### config.mk
export PLATFORM = sky130hd
export DESIGN_NAME = icseq_top
export DESIGN_NICKNAME = d
export VERILOG_FILES = /design/src/icseq_pkg.sv /design/src/icseq_top.sv
export VERILOG_INCLUDE_DIRS = /design/src
export SDC_FILE = /design/constraint.sdc
export NUM_CORES = 1
export LEC_CHECK = 0
export BUFFER_PORTS_ARGS = -buffer_cell sky130_fd_sc_hd__buf_2
export CORE_MARGIN = 10
export CORE_UTILIZATION = 47
export CTS_CLUSTER_SIZE = 10
export DETAILED_ROUTE_END_ITERATION = 7
export GPL_TIMING_DRIVEN = 0
export PLACE_DENSITY = 0.77
export SLEW_MARGIN = 20
export SYNTH_ARGS = -nofsm -noshare
export SYNTH_HDL_FRONTEND = slang
export SYNTH_SLANG_ARGS = --single-unit
### constraint.sdc
create_clock -name clk_sys -period 2 [get_ports clk_sys]
set_input_delay 0 -clock clk_sys [delete_from_list [all_inputs] [get_ports clk_sys]]
set_output_delay 0 -clock clk_sys [all_outputs]
set_load 0.01 [all_outputs]
### src/icseq_defs.svh
`ifndef ICSEQ_DEFS_SVH
`define ICSEQ_DEFS_SVH
`define ICSEQ_PC_W 13
`define ICSEQ_INSN_W 14
`define ICSEQ_DADDR_W 8
`define ICSEQ_DATA_W 8
`define ICSEQ_EE_ADDR_W 6
`define ICSEQ_EE_LAST 6'h3f
`define ICSEQ_RESET_VEC 13'h0000
`define ICSEQ_INT_VEC 13'h0004
`define ICSEQ_PM_MASK 13'h03ff
`endif

### src/icseq_pkg.sv
package icseq_pkg;
  typedef enum logic [1:0] {PH_FIRST, PH_SECOND, PH_THIRD, PH_FOURTH}
    icseq_phase_t;
endpackage : icseq_pkg

### src/icseq_top.sv
`timescale 1ns/1ps
`include "icseq_defs.svh"
module icseq_top (
  input wire logic clk_sys,
  input wire logic srst,
  input wire logic master_reset_n,
  input wire logic rc_mode,
  input wire logic irq_req,
  input wire logic [12:0] pm_mask,
  output logic [12:0] pm_addr,
  input wire logic [13:0] pm_rdata,
  output logic [13:0] insn_q,
  output logic insn_valid,
  input wire logic flow_change,
  input wire logic [12:0] flow_target,
  output logic phase_first,
  output logic phase_second,
  output logic phase_third,
  output logic phase_fourth,
  output logic exec_active,
  input wire logic [7:0] dm_addr_in,
  input wire logic [7:0] dm_wdata_in,
  input wire logic dm_we_in,
  output logic [7:0] dm_addr,
  output logic dm_rd,
  output logic dm_wr,
  output logic [7:0] dm_wdata,
  input wire logic [5:0] ee_ptr_in,
  output logic [5:0] ee_ptr,
  output logic oscillator_output_pin
);
  logic rst;
  icseq_pkg::icseq_phase_t ph_q, ph_d;
  logic [12:0] pc_q, pc_d;
  logic [13:0] fetch_q;
  logic fvalid_q, xvalid_q, flush_q, clko_q;
  logic [7:0] daddr_q, dwdata_q;
  logic drd_q, dwr_q;
  logic [5:0] ee_q;

  assign rst = srst | ~master_reset_n;

  // Phase sequencer
  always_comb begin
    unique case (ph_q)
      icseq_pkg::PH_FIRST: ph_d = icseq_pkg::PH_SECOND;
      icseq_pkg::PH_SECOND: ph_d = icseq_pkg::PH_THIRD;
      icseq_pkg::PH_THIRD: ph_d = icseq_pkg::PH_FOURTH;
      icseq_pkg::PH_FOURTH: ph_d = icseq_pkg::PH_FIRST;
    endcase
  end
  always_ff @(posedge clk_sys) begin
    if (rst) ph_q <= icseq_pkg::PH_FIRST;
    else ph_q <= ph_d;
  end

  assign phase_first = ~rst & (ph_q == icseq_pkg::PH_FIRST);
  assign phase_second = ~rst & (ph_q == icseq_pkg::PH_SECOND);
  assign phase_third = ~rst & (ph_q == icseq_pkg::PH_THIRD);
  assign phase_fourth = ~rst & (ph_q == icseq_pkg::PH_FOURTH);

  // Program counter: interrupt wins over flow change over increment
  wire [12:0] pc_inc = pc_q + 13'h0001;
  always_comb begin
    pc_d = pc_q;
    if (phase_first) begin
      if (irq_req) pc_d = `ICSEQ_INT_VEC;
      else if (flush_q) pc_d = pc_q;
      else pc_d = pc_inc;
    end
    if (phase_fourth && xvalid_q && flow_change) pc_d = flow_target;
  end
  always_ff @(posedge clk_sys) begin
    if (rst) pc_q <= `ICSEQ_RESET_VEC;
    else pc_q <= pc_d;
  end
  assign pm_addr = pc_q & pm_mask;

  // Fetch stage; a flow change flushes the word fetched alongside
  // Validity of the instruction that enters execute at this edge
  wire xv_next = phase_first ? (fvalid_q & ~irq_req) : xvalid_q;
  always_ff @(posedge clk_sys) begin
    if (rst) begin
      fetch_q <= 14'h0000;
      fvalid_q <= 1'b0;
      xvalid_q <= 1'b0;
      // Hold the pc once so the first fetch is the reset vector
      flush_q <= 1'b1;
      insn_q <= 14'h0000;
    end else begin
      if (phase_fourth) begin
        fetch_q <= pm_rdata;
        fvalid_q <= ~(xvalid_q & flow_change);
        flush_q <= xvalid_q & flow_change;
      end
      if (phase_first) begin
        insn_q <= fetch_q;
        xvalid_q <= xv_next;
        flush_q <= 1'b0;
      end
    end
  end
  assign insn_valid = xvalid_q;
  assign exec_active = xvalid_q & ~phase_first;

  // Data bus, independent of program bus
  always_ff @(posedge clk_sys) begin
    if (rst) begin
      daddr_q <= 8'h00;
      dwdata_q <= 8'h00;
      drd_q <= 1'b0;
      dwr_q <= 1'b0;
      ee_q <= 6'h00;
    end else begin
      // Read flag follows the instruction now entering execute
      drd_q <= xv_next & (ph_d == icseq_pkg::PH_SECOND);
      dwr_q <= xvalid_q & dm_we_in & (ph_d == icseq_pkg::PH_FOURTH);
      daddr_q <= dm_addr_in;
      dwdata_q <= dm_wdata_in;
      ee_q <= ee_ptr_in & `ICSEQ_EE_LAST;
    end
  end
  assign dm_addr = daddr_q;
  assign dm_rd = drd_q;
  assign dm_wr = dwr_q;
  assign dm_wdata = dwdata_q;
  assign ee_ptr = ee_q;

  // Quarter-rate clock: high in phases one and two
  always_ff @(posedge clk_sys) begin
    if (rst) clko_q <= 1'b0;
    else clko_q <= rc_mode & ((ph_d == icseq_pkg::PH_FIRST) |
                  (ph_d == icseq_pkg::PH_SECOND));
  end
  assign oscillator_output_pin = clko_q;
endmodule : icseq_top

# Word-level counts from Yosys, hierarchy flattened
# Cells that the tools add are included.
[totals]
regBits = 71
in_bits = 69
out_inout_bits = 58
word_cells = 54
[classes]
reduce_logical = 7
eq_ne = 6
n_bitwise = 19
mux = 8
n_addsub = 1
[op_table]
columns = ["op", "count"]
rows = [
  ["13-bit two-way mux", 4],
  ["13-bit by 1-bit adder with 13-bit output (second input constant)", 1],
  ["13-bit bitwise AND", 1],
  ["1-bit bitwise AND", 11],
  ["2-bit one-hot mux with 4 select lines", 1],
  ["2-bit equality test (second input constant)", 3],
  ["1-bit NOT", 5],
  ["2-bit by 1-bit equality test with 1-bit output (second input constant)", 2],
  ["2-bit zero test", 2],
  ["2-bit nonzero test", 2],
  ["1-bit two-way mux", 3],
  ["3-bit by 2-bit != test with 1-bit output (second input constant)", 1],
  ["1-bit logical AND", 2],
  ["1-bit bitwise OR", 2],
  ["2-bit AND reduction", 1],
]

# Logic depth before layout (Yosys ltp)
[depth]
depth_word = 8
mapped_depth = 8
depth_no_buf = 7

# Least setup slack after synthesis
# Ideal clock, no wire load.
[synth_path]
kind = "register to register"
startpoint = "reg ph_q[0]"
endpoint = "reg pc_q[12]"
setup_ns = 0.117
required_ns = 1.883
t_arrival_ns = 1.685
n_path_buf = 1
stages_incl_launch_ff = 9
slack_ns = 0.198
synth_period_minus_slack_ns = 1.802
cell_sequence = "dfxtp_1 > inv_1 > ha_1 > nand3b_4 > a21o_1 > buf_6 > or4_4 > xor2_1 > o21ai_1"
[synth_via]
elab_chain_cells = 6
word_cells_on_any_way = 10
cone_classes = "2 x eq/ne; 1 x mux; 2 x bitwise; 5 x reduce/logical"
[synth_lines]
columns = ["element", "line", "source"]
rows = [
  ["start, declared", "icseq_top.sv:33", "icseq_pkg::icseq_phase_t ph_q, ph_d;"],
  ["start signal, assigned", "icseq_top.sv:53", "if (rst) ph_q <= icseq_pkg::PH_FIRST;"],
  ["start signal, assigned", "icseq_top.sv:54", "else ph_q <= ph_d;"],
  ["2-bit equality test", "icseq_top.sv:60", "assign phase_fourth = ~rst & (ph_q == icseq_pkg::PH_FOURTH);"],
  ["1-bit bitwise AND", "icseq_top.sv:60", ""],
  ["1-bit logical AND (2 in a row)", "icseq_top.sv:71", "if (phase_fourth && xvalid_q && flow_change) pc_d = flow_target;"],
  ["3-bit by 2-bit != test with 1-bit output (no line) / 2-bit nonzero test (equally long branches)", "-", ""],
  ["2-bit AND reduction (no line)", "-", ""],
  ["end signal, assigned", "icseq_top.sv:74", "if (rst) pc_q <= `ICSEQ_RESET_VEC;"],
  ["end signal, assigned", "icseq_top.sv:75", "else pc_q <= pc_d;"],
  ["end, declared", "icseq_top.sv:34", "logic [12:0] pc_q, pc_d;"],
]
# Parallel ways exist; a longest one is shown, timed or not.
# A chain may end at the register's enable or synchronous reset.

# Final worst setup path
[layout_path]
startpoint = "reg ph_q[0]"
endpoint = "reg pc_q[9]"
# The elaborated chain is that of the path after synthesis.

==> flow_metrics.py <==
metrics = {
    "grt": {
        "grt-ovfl-total": 0,
        "track_usage": 0.179,
        "antenna_found_initial": 0,
        "grt_pass1_vias": 2931,
        "grt_pass1_wl_um": 14300,
        "grt_max_degree": 14,
    },
    "critical_path": {
        "crit_path_max_fanout": 10,
        "r2r_setup_slack_ns": 0.09,
        "arrival_ns": 2.17,
        "crit_end": "pc_q[9]$_SDFFE_PP0P_",
        "r2r_end": "pc_q[9]$_SDFFE_PP0P_",
        "worstSetupStartpointType": "flip-flop",
        "criticalPathCategory": "flip-flop to flip-flop",
        "reg2reg_depth": 8,
        "critPathRequiredTime_ns": 2.26,
        "critPathLaunch": "ph_q[0]$_SDFF_PP0_",
        "rr_startpoint": "ph_q[0]$_SDFF_PP0_",
        "cp-end-kind": "flip-flop",
    },
    "sta": {
        "period_share": 0.957,
        "whs_ns": 0.00770,
        "finalSetupViolations": 0,
        "slew_headroom": 0.520,
        "finalMaxSlewViolations": 0,
        "finClkSkew_ns": 0.00745,
        "fin_crit_ns": 1.91,
        "hold_viol": 0,
        "fin_ws_ns": 0.0855,
        "rsz0062_at_grt": "no",
        "worst_pin_slew_ns": 0.721,
        "max_clock_freq_mhz": 522,
    },
    "power_and_ir_drop": {
        "irDropWorstVdd_v": 0.000590,
        "pwr-share-seq": 0.503,
        "pwr-share-clk": 0.391,
        "intPower_w": 0.00218,
        "p_sw_frac": 0.241,
        "power_switching_w": 0.000693,
        "p_leak_nw": 2.03,
        "pwr-share-comb": 0.106,
        "p_per_area_nw_per_um2": 673,
    },
    "place": {
        "placed_cell_area_um2": 3550,
        "gp_congestion": 0.834,
        "dp_slack_ns": -0.234,
        "hpwl_um": 6070,
        "portBuffers": 125,
    },
    "clocking": {
        "root_buffer": "clkbuf_8",
        "clkSinkCount": 71,
        "clock_latency_ns": 0.35,
        "numCtsBuffers": 9,
        "h-tree-depth": 3,
        "path_clk_slew_ns": 0.08,
        "cts_tree": "built",
        "cts_buffer_depth": 2,
    },
    "detailed_routing": {
        "ant_nets": 0,
        "wl_per_cell_um": 15.8,
        "vias": 2788,
        "avgViaCountPerCell": 4.97,
        "detail_route.iter0.violations": 89,
        "routed_wl_um": 8840,
        "drt-pass1-iter-count": 4,
        "drc": 0,
    },
    "synth": {
        "async_flop_share": 0,
        "syn_inst": 296,
        "netlist_top_cells_area": "dfxtp_1, mux2i_1, and2_1",
        "synthFlopType": "dfxtp_1",
        "syn_nets": 372,
        "synth_seq_cells": 71,
        "synth_top_area_cell": "dfxtp_1",
        "synth_cell_types": 39,
        "syn_area_um2": 2830,
        "synth_edf_count": 0,
        "yosysSeqAreaShare": 0.502,
        "syn_area_per_cell_um2": 9.57,
        "synth_top_cell_area_share": 0.502,
        "yosysWarningCount": 0,
    },
    "final_layout": {
        "fin_util": 0.726,
        "multi_input_area_um2": 1340,
        "fin_area_um2": 4270,
        "layout_commonest_cell": "buf_2",
        "n_antenna_cell": 0,
        "area_growth_pct": 50.8,
        "final_cell_mix": "buf_2, dfxtp_1, dlygate4sd3_1, nor2_1, and2_1",
        "drive_gt1_frac": 0.323,
        "nFillCells": 449,
        "fin_nets": 557,
        "regArea_um2": 1420,
    },
    "floorplan": {
        "io_pins": 127,
        "coreArea_um2": 5890,
        "start_util": 0.481,
        "die-width_um": 97.6,
        "dieHeight_um": 97.6,
        "fp.dieArea_um2": 9530,
        "rows": 28,
    },
    "min_path": {
        "hp-class": "input pin to flip-flop",
    },
    "outcome": {
        "status": "finished clean",
    },
    "run": {
        "max_cap_viol_count": 0,
    },
}
==> registers in the layout, summed over array words and instances (netlist names), 2 cells and up <==
register  cells
fetch_q      14
insn_q       14
pc_q         13
dm_addr       8
dm_wdata      8
ee_ptr        6
ph_q          2
==> stage by stage <==
stage	std cells	TNS (ns)	total power [W]
floorplan	296	0	0.00158
global placement	496	-1.61	0.00170
finish	561	0	0.00287
global route	561	0	0.00297
CTS	561	-0.0269	0.00289
detailed placement	496	-2.02	0.00170
==> power by group through the flow <==
stage	registers, W	clock network [W]	logic, W
finish	0.00145	0.00112	0.000305
detailed placement	0.00148	0	0.000221
CTS	0.00145	0.00115	0.000298
global placement	0.00148	0	0.000218
global route	0.00145	0.00119	0.000331
floorplan	0.00149	0	0.0000971
==> worst max-delay path, stage by stage, from the launching register on <==
cell and delay, ns:
dfxtp_1 0.38, ha_1 0.16, buf_4 0.19, nand3_4 0.12, or2_2 0.31, buf_2 0.19
nand2_1 0.15, o21ai_0 0.11, a22oi_1 0.21
==> worst min-delay path by stage <==
stage                   start              endpoint  slack, ns  depth (start not counted)
2_1_floorplan  flow_target[2]  pc_q[2]$_SDFFE_PP0P_        0.1                          2
3_3_place_gp   flow_target[2]  pc_q[2]$_SDFFE_PP0P_       0.19                          3
3_5_place_dp   flow_target[2]  pc_q[2]$_SDFFE_PP0P_       0.19                          3
4_1_cts        flow_target[7]  pc_q[7]$_SDFFE_PP0P_      0.003                          3
5_1_grt        flow_target[9]  pc_q[9]$_SDFFE_PP0P_       0.04                          3
6_report       flow_target[7]  pc_q[7]$_SDFFE_PP0P_      0.008                          3
==> synth_stat cells, types with 2 or more instances <==
cell      number
a211oi_1       5
a21oi_1       13
a22oi_1        4
and2_1        40
and3_1         4
buf_1          4
buf_2          4
clkbuf_1       6
dfxtp_1       71
ha_1           7
inv_1          4
mux2i_1       30
nand2_1        8
nand2b_1       2
nand3_1        9
nand4_1        2
nor2_1        42
nor3_1         5
o211a_1        2
o21ai_0       14
xor2_1         2
==> cell families after synthesis <==
logic type / Yosys count / share of synthesized area
mux: 30 / 0.106
simple gates: 121 / 0.227
flops: 71 / 0.502
compound gates: 44 / 0.0945
fa+ha+maj: 7 / 0.0309
buf+inv: 21 / 0.0336
xor+xnor: 2 / 0.00618
==> cell type report <==
| cell class | count | share of cell area |
|---|---|---|
| Timing Repair Buffer | 174 | 0.261 |
| Inverter | 5 | 0.00439 |
| Clock inverter | 7 | 0.0173 |
| Sequential cell | 71 | 0.333 |
| Tap cell | 75 | 0.0220 |
| Clock buffer | 9 | 0.0290 |
| Buffer | 16 | 0.0187 |
| Multi-Input combinational cell | 204 | 0.314 |
==> metal layers <==
metal	global-route usage	vias to the layer above	wire [µm]
met3	0.0725	20	694
li1	-	1374	-
met4	0.0783	0	252
met2	0.328	106	4670
met5	0	-	0
met1	0.172	1288	3220
==> what timing repair did <==
action / 4_1_cts / 5_1_grt
endpoints found under the setup margin: 20 / 11
hold endpoints to repair: 49 / 0
resized for setup: 3 / 7
buffers inserted: 0 / 0
hold buffers: 49 / 0
cloned: 0 / 0
(Power assumes the default switching activity.)
